$ cat config.mk
export PLATFORM = sky130hd
export DESIGN_NAME = slp_device_flat
export DESIGN_NICKNAME = d
export VERILOG_FILES = /design/src/include/slp_pkg.sv /design/src/include/slp_link_if.sv /design/src/design/slp_sync.sv /design/src/design/slp_device.sv /design/src/flat_wrapper.sv
export SDC_FILE = /design/constraint.sdc
export NUM_CORES = 1
export LEC_CHECK = 0
export BUFFER_PORTS_ARGS = -buffer_cell sky130_fd_sc_hd__buf_2
export CAP_MARGIN = 20
export CORE_MARGIN = 2
export CORE_UTILIZATION = 39
export CTS_BUF_LIST = sky130_fd_sc_hd__clkbuf_4
export CTS_CLUSTER_DIAMETER = 120
export DETAILED_ROUTE_END_ITERATION = 16
export PLACE_DENSITY = 0.59
export SLEW_MARGIN = 20
export SYNTH_ARGS = -nofsm -noshare
export SYNTH_HDL_FRONTEND = slang
export SYNTH_SLANG_ARGS = --single-unit
$ cat constraint.sdc
create_clock -name sys_clk_in -period 7.57 [get_ports sys_clk_in]
set_input_delay 0 -clock sys_clk_in [delete_from_list [all_inputs] [get_ports sys_clk_in]]
set_output_delay 0 -clock sys_clk_in [all_outputs]
set_load 0.05 [all_outputs]
$ cat src/include/slp_pkg.sv
/*
 Shared constants and types of the sleep and wake-up controller: device register
 offsets and bit positions, wake-up stabilisation timing, and the host's APB map.
 Assumes a single 200 MHz system clock for both ends.
*/
package slp_pkg;

    // Device register offsets.
    localparam logic [7:0] ADDR_POWER = 8'h01;
    localparam logic [7:0] ADDR_TOUCH0 = 8'h70;
    localparam logic [7:0] ADDR_KEY1 = 8'hc0;
    localparam logic [7:0] ADDR_KEY2 = 8'hc1;

    // Device register reset value.
    localparam logic [7:0] REG_RESET = 8'h00;

    // Field positions inside the device registers.
    localparam int SLEEP_BIT = 1;
    localparam int TP_EN_BIT = 7;
    localparam int TP_WAKE_BIT = 3;
    localparam int KS_EN_BIT = 7;
    localparam int KS_WAKE_BIT = 7;

    // Oscillator and PLL stabilisation after wake-up.
    localparam int CLK_MHZ = 200;
    localparam int WAKE_TIME_MS = 10;
    localparam int WAKE_CYCLES = WAKE_TIME_MS * 1000 * CLK_MHZ;
    localparam int WAKE_CNT_W = 24;

    // Host APB register byte addresses.
    localparam logic [11:0] OFF_CMD = 12'h000;
    localparam logic [11:0] OFF_STATUS = 12'h004;
    localparam logic [11:0] OFF_IRQ_STATUS = 12'h008;
    localparam logic [11:0] OFF_IRQ_MASK = 12'h00c;

    // Host register fields.
    localparam int CMD_GO_BIT = 31;
    localparam int CMD_WRITE_BIT = 16;
    localparam int CMD_ADDR_LSB = 8;
    localparam int STAT_BUSY_BIT = 0;
    localparam int STAT_ASLEEP_BIT = 1;
    localparam int STAT_RDATA_LSB = 8;
    localparam int IRQ_DONE_BIT = 0;
    localparam int IRQ_WAKE_BIT = 1;
    localparam logic [1:0] IRQ_RESET = 2'h0;

    typedef enum logic [1:0] {
        SLP_RUN,
        SLP_SLEEP,
        SLP_WAKE
    } slp_state_t;

endpackage

$ cat src/include/slp_link_if.sv
/*
 Register link between the host controller and the sleeping device.
 Assumes both ends run on the same system clock; the bench joins them.
*/
`timescale 1ns/1ps
interface slp_link_if;
    logic req;
    logic we;
    logic [7:0] addr;
    logic [7:0] wdata;
    logic [7:0] rdata;
    logic ack;
    logic asleep;

    modport dev (
        input req,
        input we,
        input addr,
        input wdata,
        output rdata,
        output ack,
        output asleep
    );

    modport host (
        output req,
        output we,
        output addr,
        output wdata,
        input rdata,
        input ack,
        input asleep
    );
endinterface

$ cat src/design/slp_sync.sv
/*
 Two flip-flop synchroniser for asynchronous pins.
 Assumes multi-bit inputs are stable while they are sampled.
*/
`timescale 1ns/1ps
module slp_sync #(
    parameter int WIDTH = 1
) (
    // Clock and reset.
    input wire logic sys_clk_in,
    input wire logic rst_n_in,
    // Pins and synchronised copy.
    input wire logic [WIDTH-1:0] async_in,
    output logic [WIDTH-1:0] sync_out
);

    typedef struct packed {
        logic [WIDTH-1:0] s1;
        logic [WIDTH-1:0] s2;
    } slp_sync_st_t;

    slp_sync_st_t q;
    slp_sync_st_t d;

    always_comb begin
        d.s1 = async_in;
        d.s2 = q.s1;
    end

    always_ff @(posedge sys_clk_in) begin
        if (!rst_n_in) begin
            q <= '0;
        end else begin
            q <= d;
        end
    end

    assign sync_out = q.s2;

endmodule

$ cat src/design/slp_device.sv
/*
 Device end of the sleep and wake-up controller: power, touch and key-scan control
 registers, the sleep state machine, wake-up stabilisation and sleep pin levels.
 Assumes touch and key pins are asynchronous and that normal pin levels come from
 core logic on the same clock.
*/
// Overview of operation
// Sleep bit set sleeps, cleared resumes.
// Sleep stops oscillator, memory, ROM, inputs.
// PWM outputs keep register-driven levels in sleep.
// Touch wakes when both touch enables set.
// Host arms manual touch before sleeping.
// Keystroke wakes when both key enables set.
// Waking keystroke is never captured.
// Host waits ten milliseconds after wake-up.
// Sleep drives fixed high and low pins.
// Event wake clears sleep bit, restarts clocks.
`timescale 1ns/1ps
module slp_device #(
    parameter int WAKE_CYCLES = slp_pkg::WAKE_CYCLES
) (
    // Clock and reset.
    input wire logic sys_clk_in,
    input wire logic rst_n_in,
    // Register link.
    slp_link_if.dev link,
    // Wake-up pins.
    input wire logic touch_event_in,
    input wire logic key_press_in,
    input wire logic [7:0] key_code_in,
    // Captured key.
    output logic [7:0] key_code_out,
    output logic key_valid_out,
    // Clock and memory run enables.
    output logic osc_run_out,
    output logic mem_run_out,
    output logic rom_run_out,
    // Normal pin levels from core logic.
    input wire logic core_wait_n_in,
    input wire logic core_int_n_in,
    input wire logic core_ram_cs_n_in,
    input wire logic core_ram_wr_n_in,
    input wire logic core_rom_cs_n_in,
    input wire logic core_ram_oe_n_in,
    input wire logic core_vsync_in,
    input wire logic core_hsync_in,
    input wire logic core_pclk_in,
    input wire logic core_pixel_data_valid_in,
    input wire logic core_pwm1_in,
    input wire logic core_pwm2_in,
    input wire logic [5:0] core_gpio_in,
    input wire logic [18:0] core_video_mem_addr_in,
    input wire logic [15:0] core_pixel_data_in,
    // Panel and memory pins.
    output logic wait_n_out,
    output logic int_n_out,
    output logic ram_cs_n_out,
    output logic ram_wr_n_out,
    output logic rom_cs_n_out,
    output logic ram_oe_n_out,
    output logic vsync_out,
    output logic hsync_out,
    output logic pclk_out,
    output logic pixel_data_valid_out,
    output logic pwm1_out,
    output logic pwm2_out,
    output logic [5:0] gpio_out,
    output logic [18:0] video_mem_addr_out,
    output logic [15:0] pixel_data_out
);

    typedef struct packed {
        slp_pkg::slp_state_t st;
        logic [slp_pkg::WAKE_CNT_W-1:0] cnt;
        logic [7:0] power_control;
        logic [7:0] touch_control_zero;
        logic [7:0] key_scan_control_one;
        logic [7:0] key_scan_control_two;
        logic ack;
        logic [7:0] rdata;
        logic asleep;
        logic key_prev;
        logic key_block;
        logic [7:0] key_code;
        logic key_valid;
        logic osc_run;
        logic mem_run;
        logic rom_run;
        logic wait_n;
        logic int_n;
        logic ram_cs_n;
        logic ram_wr_n;
        logic rom_cs_n;
        logic ram_oe_n;
        logic vsync;
        logic hsync;
        logic pclk;
        logic de;
        logic pwm1;
        logic pwm2;
        logic [5:0] gpio;
        logic [18:0] va;
        logic [15:0] pdat;
    } slp_dev_st_t;

    localparam logic [slp_pkg::WAKE_CNT_W-1:0] WAKE_LAST =
        slp_pkg::WAKE_CNT_W'(WAKE_CYCLES - 1);

    slp_dev_st_t q;
    slp_dev_st_t d;
    logic touch_s;
    logic key_s;
    logic [7:0] key_code_s;
    logic touch_wake;
    logic key_wake;
    logic sleeping;

    ////////////////////////////////////////////////////////////////////////////////

    slp_sync #(
        .WIDTH(10)
    ) u_sync (
        .sys_clk_in(sys_clk_in),
        .rst_n_in(rst_n_in),
        .async_in({touch_event_in, key_press_in, key_code_in}),
        .sync_out({touch_s, key_s, key_code_s})
    );

    ////////////////////////////////////////////////////////////////////////////////

    always_comb begin
        d = q;
        d.ack = 1'b0;
        touch_wake = q.touch_control_zero[slp_pkg::TP_EN_BIT] &
            q.touch_control_zero[slp_pkg::TP_WAKE_BIT] & touch_s;
        key_wake = q.key_scan_control_one[slp_pkg::KS_EN_BIT] &
            q.key_scan_control_two[slp_pkg::KS_WAKE_BIT] & key_s;

        // The link stays alive in sleep, otherwise software could never wake us.
        if (link.req && !q.ack) begin
            d.ack = 1'b1;
            if (link.we) begin
                unique case (link.addr)
                    slp_pkg::ADDR_POWER: d.power_control = link.wdata;
                    slp_pkg::ADDR_TOUCH0: d.touch_control_zero = link.wdata;
                    slp_pkg::ADDR_KEY1: d.key_scan_control_one = link.wdata;
                    slp_pkg::ADDR_KEY2: d.key_scan_control_two = link.wdata;
                    default: d.rdata = q.rdata;
                endcase
            end else begin
                unique case (link.addr)
                    slp_pkg::ADDR_POWER: d.rdata = q.power_control;
                    slp_pkg::ADDR_TOUCH0: d.rdata = q.touch_control_zero;
                    slp_pkg::ADDR_KEY1: d.rdata = q.key_scan_control_one;
                    slp_pkg::ADDR_KEY2: d.rdata = q.key_scan_control_two;
                    default: d.rdata = 8'h00;
                endcase
            end
        end

        // A released key lifts the block left by a waking keystroke.
        if (!key_s) begin
            d.key_block = 1'b0;
        end

        unique case (q.st)
            slp_pkg::SLP_RUN: begin
                if (d.power_control[slp_pkg::SLEEP_BIT]) begin
                    d.st = slp_pkg::SLP_SLEEP;
                end
            end
            slp_pkg::SLP_SLEEP: begin
                if (!d.power_control[slp_pkg::SLEEP_BIT]) begin
                    d.st = slp_pkg::SLP_WAKE;
                    d.cnt = '0;
                end else if (touch_wake || key_wake) begin
                    d.power_control[slp_pkg::SLEEP_BIT] = 1'b0;
                    d.st = slp_pkg::SLP_WAKE;
                    d.cnt = '0;
                    d.key_block = key_wake;
                end
            end
            slp_pkg::SLP_WAKE: begin
                if (d.power_control[slp_pkg::SLEEP_BIT]) begin
                    d.st = slp_pkg::SLP_SLEEP;
                end else if (q.cnt == WAKE_LAST) begin
                    d.st = slp_pkg::SLP_RUN;
                end else begin
                    d.cnt = q.cnt + 1'b1;
                end
            end
        endcase

        // Key capture only in normal operation; sleep ignores the pins otherwise.
        d.key_prev = key_s;
        d.key_valid = 1'b0;
        if (q.st == slp_pkg::SLP_RUN && key_s && !q.key_prev && !q.key_block) begin
            d.key_code = key_code_s;
            d.key_valid = 1'b1;
        end

        sleeping = (d.st != slp_pkg::SLP_RUN);
        d.asleep = sleeping;
        d.osc_run = (d.st != slp_pkg::SLP_SLEEP);
        d.mem_run = !sleeping;
        d.rom_run = !sleeping;

        // Pins hold their sleep levels until the clocks are stable again.
        if (sleeping) begin
            d.wait_n = 1'b1;
            d.int_n = 1'b1;
            d.ram_cs_n = 1'b1;
            d.ram_wr_n = 1'b1;
            d.rom_cs_n = 1'b1;
            d.vsync = 1'b1;
            d.hsync = 1'b1;
            d.pclk = 1'b1;
            d.de = 1'b1;
            d.ram_oe_n = 1'b0;
            d.gpio = 6'h00;
            d.va = 19'h00000;
            d.pdat = 16'h0000;
        end else begin
            d.wait_n = core_wait_n_in;
            d.int_n = core_int_n_in;
            d.ram_cs_n = core_ram_cs_n_in;
            d.ram_wr_n = core_ram_wr_n_in;
            d.rom_cs_n = core_rom_cs_n_in;
            d.vsync = core_vsync_in;
            d.hsync = core_hsync_in;
            d.pclk = core_pclk_in;
            d.de = core_pixel_data_valid_in;
            d.ram_oe_n = core_ram_oe_n_in;
            d.gpio = core_gpio_in;
            d.va = core_video_mem_addr_in;
            d.pdat = core_pixel_data_in;
        end
        // The PWM generator runs from its own register settings, so it passes through.
        d.pwm1 = core_pwm1_in;
        d.pwm2 = core_pwm2_in;
    end

    ////////////////////////////////////////////////////////////////////////////////

    always_ff @(posedge sys_clk_in) begin
        if (!rst_n_in) begin
            q <= '0;
            q.st <= slp_pkg::SLP_RUN;
            q.power_control <= slp_pkg::REG_RESET;
            q.touch_control_zero <= slp_pkg::REG_RESET;
            q.key_scan_control_one <= slp_pkg::REG_RESET;
            q.key_scan_control_two <= slp_pkg::REG_RESET;
            q.osc_run <= 1'b1;
            q.mem_run <= 1'b1;
            q.rom_run <= 1'b1;
            q.wait_n <= 1'b1;
            q.int_n <= 1'b1;
            q.ram_cs_n <= 1'b1;
            q.ram_wr_n <= 1'b1;
            q.rom_cs_n <= 1'b1;
            q.ram_oe_n <= 1'b1;
        end else begin
            q <= d;
        end
    end

    assign link.ack = q.ack;
    assign link.rdata = q.rdata;
    assign link.asleep = q.asleep;
    assign key_code_out = q.key_code;
    assign key_valid_out = q.key_valid;
    assign osc_run_out = q.osc_run;
    assign mem_run_out = q.mem_run;
    assign rom_run_out = q.rom_run;
    assign wait_n_out = q.wait_n;
    assign int_n_out = q.int_n;
    assign ram_cs_n_out = q.ram_cs_n;
    assign ram_wr_n_out = q.ram_wr_n;
    assign rom_cs_n_out = q.rom_cs_n;
    assign ram_oe_n_out = q.ram_oe_n;
    assign vsync_out = q.vsync;
    assign hsync_out = q.hsync;
    assign pclk_out = q.pclk;
    assign pixel_data_valid_out = q.de;
    assign pwm1_out = q.pwm1;
    assign pwm2_out = q.pwm2;
    assign gpio_out = q.gpio;
    assign video_mem_addr_out = q.va;
    assign pixel_data_out = q.pdat;

endmodule

$ cat src/flat_wrapper.sv
// flat-port wrapper written by rule: the top's interface ports become plain ports
module slp_device_flat 
#(
    parameter int WAKE_CYCLES = slp_pkg::WAKE_CYCLES
)
  (sys_clk_in, rst_n_in, touch_event_in, key_press_in, key_code_in, key_code_out, key_valid_out, osc_run_out, mem_run_out, rom_run_out, core_wait_n_in, core_int_n_in, core_ram_cs_n_in, core_ram_wr_n_in, core_rom_cs_n_in, core_ram_oe_n_in, core_vsync_in, core_hsync_in, core_pclk_in, core_pixel_data_valid_in, core_pwm1_in, core_pwm2_in, core_gpio_in, core_video_mem_addr_in, core_pixel_data_in, wait_n_out, int_n_out, ram_cs_n_out, ram_wr_n_out, rom_cs_n_out, ram_oe_n_out, vsync_out, hsync_out, pclk_out, pixel_data_valid_out, pwm1_out, pwm2_out, gpio_out, video_mem_addr_out, pixel_data_out, link_req, link_we, link_addr, link_wdata, link_rdata, link_ack, link_asleep);
  slp_link_if link_i ();
  input wire logic sys_clk_in;
  input wire logic rst_n_in;
  input wire logic touch_event_in;
  input wire logic key_press_in;
  input wire logic [7:0] key_code_in;
  output logic [7:0] key_code_out;
  output logic key_valid_out;
  output logic osc_run_out;
  output logic mem_run_out;
  output logic rom_run_out;
  input wire logic core_wait_n_in;
  input wire logic core_int_n_in;
  input wire logic core_ram_cs_n_in;
  input wire logic core_ram_wr_n_in;
  input wire logic core_rom_cs_n_in;
  input wire logic core_ram_oe_n_in;
  input wire logic core_vsync_in;
  input wire logic core_hsync_in;
  input wire logic core_pclk_in;
  input wire logic core_pixel_data_valid_in;
  input wire logic core_pwm1_in;
  input wire logic core_pwm2_in;
  input wire logic [5:0] core_gpio_in;
  input wire logic [18:0] core_video_mem_addr_in;
  input wire logic [15:0] core_pixel_data_in;
  output logic wait_n_out;
  output logic int_n_out;
  output logic ram_cs_n_out;
  output logic ram_wr_n_out;
  output logic rom_cs_n_out;
  output logic ram_oe_n_out;
  output logic vsync_out;
  output logic hsync_out;
  output logic pclk_out;
  output logic pixel_data_valid_out;
  output logic pwm1_out;
  output logic pwm2_out;
  output logic [5:0] gpio_out;
  output logic [18:0] video_mem_addr_out;
  output logic [15:0] pixel_data_out;
  input wire logic [$bits(link_i.req)-1:0] link_req;
  input wire logic [$bits(link_i.we)-1:0] link_we;
  input wire logic [$bits(link_i.addr)-1:0] link_addr;
  input wire logic [$bits(link_i.wdata)-1:0] link_wdata;
  output wire logic [$bits(link_i.rdata)-1:0] link_rdata;
  output wire logic [$bits(link_i.ack)-1:0] link_ack;
  output wire logic [$bits(link_i.asleep)-1:0] link_asleep;
  assign link_i.req = link_req;
  assign link_i.we = link_we;
  assign link_i.addr = link_addr;
  assign link_i.wdata = link_wdata;
  assign link_rdata = link_i.rdata;
  assign link_ack = link_i.ack;
  assign link_asleep = link_i.asleep;
  slp_device #(.WAKE_CYCLES(WAKE_CYCLES)) u_core (.sys_clk_in(sys_clk_in), .rst_n_in(rst_n_in), .link(link_i), .touch_event_in(touch_event_in), .key_press_in(key_press_in), .key_code_in(key_code_in), .key_code_out(key_code_out), .key_valid_out(key_valid_out), .osc_run_out(osc_run_out), .mem_run_out(mem_run_out), .rom_run_out(rom_run_out), .core_wait_n_in(core_wait_n_in), .core_int_n_in(core_int_n_in), .core_ram_cs_n_in(core_ram_cs_n_in), .core_ram_wr_n_in(core_ram_wr_n_in), .core_rom_cs_n_in(core_rom_cs_n_in), .core_ram_oe_n_in(core_ram_oe_n_in), .core_vsync_in(core_vsync_in), .core_hsync_in(core_hsync_in), .core_pclk_in(core_pclk_in), .core_pixel_data_valid_in(core_pixel_data_valid_in), .core_pwm1_in(core_pwm1_in), .core_pwm2_in(core_pwm2_in), .core_gpio_in(core_gpio_in), .core_video_mem_addr_in(core_video_mem_addr_in), .core_pixel_data_in(core_pixel_data_in), .wait_n_out(wait_n_out), .int_n_out(int_n_out), .ram_cs_n_out(ram_cs_n_out), .ram_wr_n_out(ram_wr_n_out), .rom_cs_n_out(rom_cs_n_out), .ram_oe_n_out(ram_oe_n_out), .vsync_out(vsync_out), .hsync_out(hsync_out), .pclk_out(pclk_out), .pixel_data_valid_out(pixel_data_valid_out), .pwm1_out(pwm1_out), .pwm2_out(pwm2_out), .gpio_out(gpio_out), .video_mem_addr_out(video_mem_addr_out), .pixel_data_out(pixel_data_out));
endmodule
==> flow_metrics.tcl, run 1 <==
set metrics [dict create \
    status "finished clean" \
    hold_viol 0 \
    r2r_start "u_core.q[134]" \
    yosysMostFrequentCell "dfxtp_1" \
    drv_cap 0 \
    yosysWarnings 0 \
    firstDrtPassIters 5 \
    cts_made_buffers 17 \
    clock_skew_ps 22.1 \
    timing.rr.end "u_core.ram_cs_n_out" \
    vias_per_cell 5.05 \
    critPathKind "flip-flop to flip-flop" \
    synth_nets 816 \
    htree_levels 4 \
    async_reset_ff_share_pct 0 \
    dp_hpwl_um 10300 \
    grt_usage_pct 18.3 \
    crit_fanout 47 \
    vias 5616 \
    hold_depth 4 \
    relSlewSlack_pct 28.8 \
    hold_end "u_core.link.rdata[0]" \
    first_iter_violations 385 \
    grt_pass1_vias 5314 \
    synth_top_cell_area_share_pct 47.6 \
    setup_viol 0 \
    grt_overflow 0 \
    tightestPinTransition_ps 1070 \
    syn_avg_cell_area_um2 8.88 \
    utilization_pct 49.1 \
    power.density_mw_per_mm2 208 \
    yosysTopAreaCell "dfxtp_1" \
    regArea_mm2 0.00308 \
    total_leakage_power_nw 3.29 \
    final_nets 967 \
    area_growth_pct 24.5 \
    rows 47 \
    tns_ps 0 \
    drt-total-wl_um 16100 \
    multi_input_area_mm2 0.00273 \
    stdcell_count 1112 \
    syn_area_mm2 0.00647 \
    critPathRequiredTime_ps 7990 \
    max-vdd-ir-drop_mv 0.147 \
    fmax_ghz 0.323 \
    diodes 0 \
    core-area_mm2 0.0164 \
    fillers 1548 \
    worstPathArrival_ps 3520 \
    die-area_mm2 0.0176 \
    synth.distinct_cells 53 \
    rsz0062_at_grt "no" \
    initial_core_util_pct 39.5 \
    cts_sinks 154 \
    startpoint_type "flip-flop" \
    synth.area.top_cells "dfxtp_1 (48%), buf_4 (7.2%), nand2_1 (5.9%)" \
    place.port_buffers 157 \
    tritoncts "built" \
    synth_edf_count 0 \
    grt_max_degree 74 \
    clk_pin_slew_ps 150 \
    reg2reg_slack_ps 4470 \
    r2r_cells 8 \
    post-cts-setup-buffers 0 \
    synth_ff_type "dfxtp_1" \
    wl_per_cell_um 14.5 \
    fin_crit_sh_pct 40.9 \
    die_h_um 133 \
    fin_area_mm2 0.00806 \
    ios 158 \
    die_w_um 133 \
    antenna_found_initial 0 \
    synth_seq_cells 154 \
    hp-class "primary input to flip-flop" \
    synthTopCellsByCount "dfxtp_1 (154), nand2_1 (101), buf_4 (62)" \
    place.gp.congestion 0.788 \
    drive_gt1_share_pct 23.3 \
    clk_latency_ps 560 \
    min_from "link_we" \
    cts_root_buf "clkbuf_4" \
    ant_nets 0 \
    postSynthCellCount 729 \
    drc 0 \
    crit_path_end_kind "flip-flop" \
    fin_crit_ps 3100 \
    power_mw 1.67 \
    postPlaceCellArea_mm2 0.00695 \
    ctsResizeCount 0 \
    clk_path_buf_depth 2 \
    grt_pass1_wl_um 26300 \
    placed_cells 1009 \
    ys_seq_area_share_pct 47.6 \
    slew_viol_final 0 \
]
## repair_timing
action,in CTS,in global routing
endpoints found under the hold margin,95,0
hold buffers,72,0
setup endpoints to repair,0,0
## flip-flops by register name (all words and copies together) (netlist names), 6 cells and up
register / flops
u_core.link.rdata: 8
u_core.u_sync.sync_out: 10
u_core.q: 60
u_core.gpio_out: 6
u_core.u_sync.d: 10
u_core.key_code_out: 8
u_core.pixel_data_out: 16
u_core.video_mem_addr_out: 19
## worst max-delay path, cell delays in order (launching register included)
cell and delay (ps):
dfxtp_1 350, clkinv_1 250, ha_1 610, nand2b_1 250, a31oi_1 490, a311o_1 250, a21oi_4 40, buf_4 270
or4_1 450
## how the worst max path moves through the flow
stage	slack (ps)	from	to
2_1_floorplan	5150	u_core.q[134]	u_core.rom_cs_n_out
3_3_place_gp	4620	u_core.q[134]	u_core.wait_n_out
3_5_place_dp	4530	u_core.q[134]	u_core.ram_cs_n_out
4_1_cts	4510	u_core.q[134]	u_core.ram_cs_n_out
5_1_grt	4230	u_core.q[134]	u_core.ram_cs_n_out
6_report	4470	u_core.q[134]	u_core.ram_cs_n_out
## cell usage in the layout (no fill, tap or decap), types with 4 or more instances in the layout
cell type and instances:
dlygate4sd3_1 72, bufinv_16 7, buf_4 7, nand4_1 11
o2111ai_1 6, dfxtp_1 154, or4_1 16, a21o_1 6
a211oi_1 6, mux2i_1 13, nand2b_1 4, o21ai_0 23
a22o_1 16, nor4_1 4, ha_1 4, nor3_1 46
nor2_1 19, a31oi_1 4, and2_1 28, nand2_1 101
buf_2 157, nand3_1 38, or3_1 7, and4_1 4
a21oi_1 59, clkbuf_4 20, o31ai_1 15
## metal layers
layer  up-vias  GRT usage [%]  share of wire (%)
li1       2846              -                  -
met1      2609           22.5                 44
met2       134           31.1                 50
met3        27           4.64                4.2
met4         0           6.09                1.8
met5         -              0                  0
## logic make-up after synthesis
logic type,count (synthesis),share of synthesized area (%)
AOI/OAI and AO/OA,153,15.7
adders and majority gates,4,0.773
muxes,13,2.01
and+or+nand+nor,295,23.5
buffers and inverters,110,10.4
DFF,154,47.6
## power breakdown
| part | total, mW | internal, mW | switching (mW) |
|---|---|---|---|
| logic | 0.173 | 0.0644 | 0.109 |
| clock network | 0.664 | 0.373 | 0.291 |
| registers | 0.837 | 0.832 | 0.00543 |
| total | 1.67 | 1.27 | 0.405 |
## layout make-up
cell class	instances	share of cell area, %
inverter	6	0.279
multi-input combinational	465	33.9
timing repair buffer	236	19.3
clock inverter	11	2.98
clock buffer	20	1.86
tap	220	3.41
sequential	154	38.2
## per-stage QoR
| stage | hold slack, ps | setup WS, ps |
|---|---|---|
| detailed placement | 191 | 4530 |
| floorplan | 106 | 5150 |
| global placement | 189 | 4620 |
| finish | 37.8 | 4470 |
| global route | 44.3 | 4230 |
| CTS | 4.42 | 4510 |
Note: power is estimated with default switching activity, not from simulation.
==> run 2, diff against run 1 <==
--- a/config.mk
+++ b/config.mk
@@ -12,7 +12,7 @@
 export CTS_BUF_LIST = sky130_fd_sc_hd__clkbuf_4
 export CTS_CLUSTER_DIAMETER = 120
 export DETAILED_ROUTE_END_ITERATION = 16
-export PLACE_DENSITY = 0.59
+export PLACE_DENSITY = 0.62
 export SLEW_MARGIN = 20
 export SYNTH_ARGS = -nofsm -noshare
 export SYNTH_HDL_FRONTEND = slang
==> constraint.sdc (replaced) <==
create_clock -name sys_clk_in -period 2.6 [get_ports sys_clk_in]
set_input_delay 0 -clock sys_clk_in [delete_from_list [all_inputs] [get_ports sys_clk_in]]
set_output_delay 0 -clock sys_clk_in [all_outputs]
set_load 0.05 [all_outputs]
==> flow_metrics.tcl, run 2 (synthesis gave the netlist of run 1 again) <==
set metrics [dict create \
    status "finished clean" \
    clk_latency_ps 560 \
    tightestPinTransition_ps 713 \
    tns_ps 0 \
    final_cell_mix "buf_2 (157), dfxtp_1 (154), nand2_1 (101)" \
    grt_overflow 0 \
    worstPathArrival_ps 2900 \
    grt_max_degree 73 \
    fin_crit_sh_pct 95.0 \
    die_h_um 133 \
    grt_pass1_vias 5627 \
    clock_skew_ps 22.9 \
    largest_register_ffs 60 \
    fillers 1565 \
    die-area_mm2 0.0176 \
    area_growth_pct 26.5 \
    cts_root_buf "clkbuf_4" \
    setup_viol 0 \
    rsz0062_at_grt "no" \
    cts_made_buffers 17 \
    place.port_buffers 157 \
    startpoint_type "flip-flop" \
    hold_viol 0 \
    vias_per_cell 5.04 \
    die_w_um 133 \
    placed_cells 1036 \
    wl_per_cell_um 14.2 \
    met3_length_um 754 \
    ant_nets 0 \
    initial_core_util_pct 39.5 \
    place.gp.congestion 0.779 \
    drt-total-wl_um 16200 \
    drv_cap 0 \
    critPathKind "flip-flop to flip-flop" \
    vias 5750 \
    clk_pin_slew_ps 150 \
    post-cts-setup-buffers 0 \
    firstDrtPassIters 5 \
    first_iter_violations 428 \
    crit_path_end_kind "flip-flop" \
    grt_pass1_wl_um 26800 \
    final_common_cell "buf_2" \
    rows 47 \
    htree_levels 4 \
    fin_crit_ps 2470 \
    wl_met1_um 7100 \
    met2_length_um 7920 \
    ios 158 \
    diodes 0 \
    hp-class "primary input to flip-flop" \
    clk_path_buf_depth 2 \
    regMostFlops "u_core.q" \
    critPathRequiredTime_ps 3030 \
    core-area_mm2 0.0164 \
    drive_gt1_share_pct 25.8 \
    dp_hpwl_um 10500 \
    stdcell_count 1141 \
    tritoncts "built" \
    drc 0 \
    slew_viol_final 0 \
    cts_sinks 154 \
    max-vdd-ir-drop_mv 0.324 \
    power.density_mw_per_mm2 526 \
    final_nets 995 \
    top_layer_used "met4" \
    relSlewSlack_pct 52.2 \
    antenna_found_initial 0 \
    fmax_ghz 0.405 \
    crit_fanout 25 \
    total_leakage_power_nw 3.37 \
    grt_usage_pct 18.5 \
]
## run 2: stage by stage
stage	hold WS [ps]	utilization [%]	cell area [um2]	power [mW]	setup WS, ps
after floorplan	106	-	6470	2.81	180
after global placement	188	43.8	7180	2.91	146
after detailed placement	192	43.8	7180	2.91	123
after CTS	14.6	49.8	8170	4.35	70.2
after global routing	45.3	49.9	8190	4.49	15.0
final	47.0	49.9	8190	4.30	129
## run 2: layout make-up
class,count,area [um2],area share (%)
Tap cell,220,275,3.36
Timing Repair Buffer,264,1800,22.0
Clock inverter,15,135,1.65
Sequential cell,154,3080,37.6
Clock buffer,17,128,1.56
Inverter,6,22.5,0.275
Multi-Input combinational cell,465,2750,33.5
## run 2: metal layers
metal  track usage [%]  vias to the layer above
met5                 0                        -
met4              6.93                        0
met3              4.21                       38
met2              31.6                      142
met1              22.6                     2673
li1                  -                     2897
## run 2: power breakdown
part	total [mW]	internal (mW)	switching [mW]
Combinational	0.509	0.191	0.318
Clock	1.36	0.415	0.943
Sequential	2.44	2.42	0.0161
## run 2: critical path: stages (launching register included)
cell	delay (ps)
dfxtp_1	370
or4_1	510
or4_4	460
o21ai_4	300
a21oi_4	250
or4_1	440
## run 2: repair_timing
action	4_1_cts	5_1_grt
gates resized for setup	0	3
setup endpoints to repair	0	26
hold buffers	73	0
hold endpoints to repair	104	0
## run 2: worst paths after layout
check,from,end,slack [ps],cells after the start
setup reg to reg,u_core.q[130],u_core.ram_wr_n_out,130,5
hold / removal,link_we,u_core.link.rdata[5],50,4
setup / recovery,u_core.q[130],u_core.ram_wr_n_out,130,5
hold reg to reg,u_core.u_sync.d[4],u_core.u_sync.sync_out[4],440,1
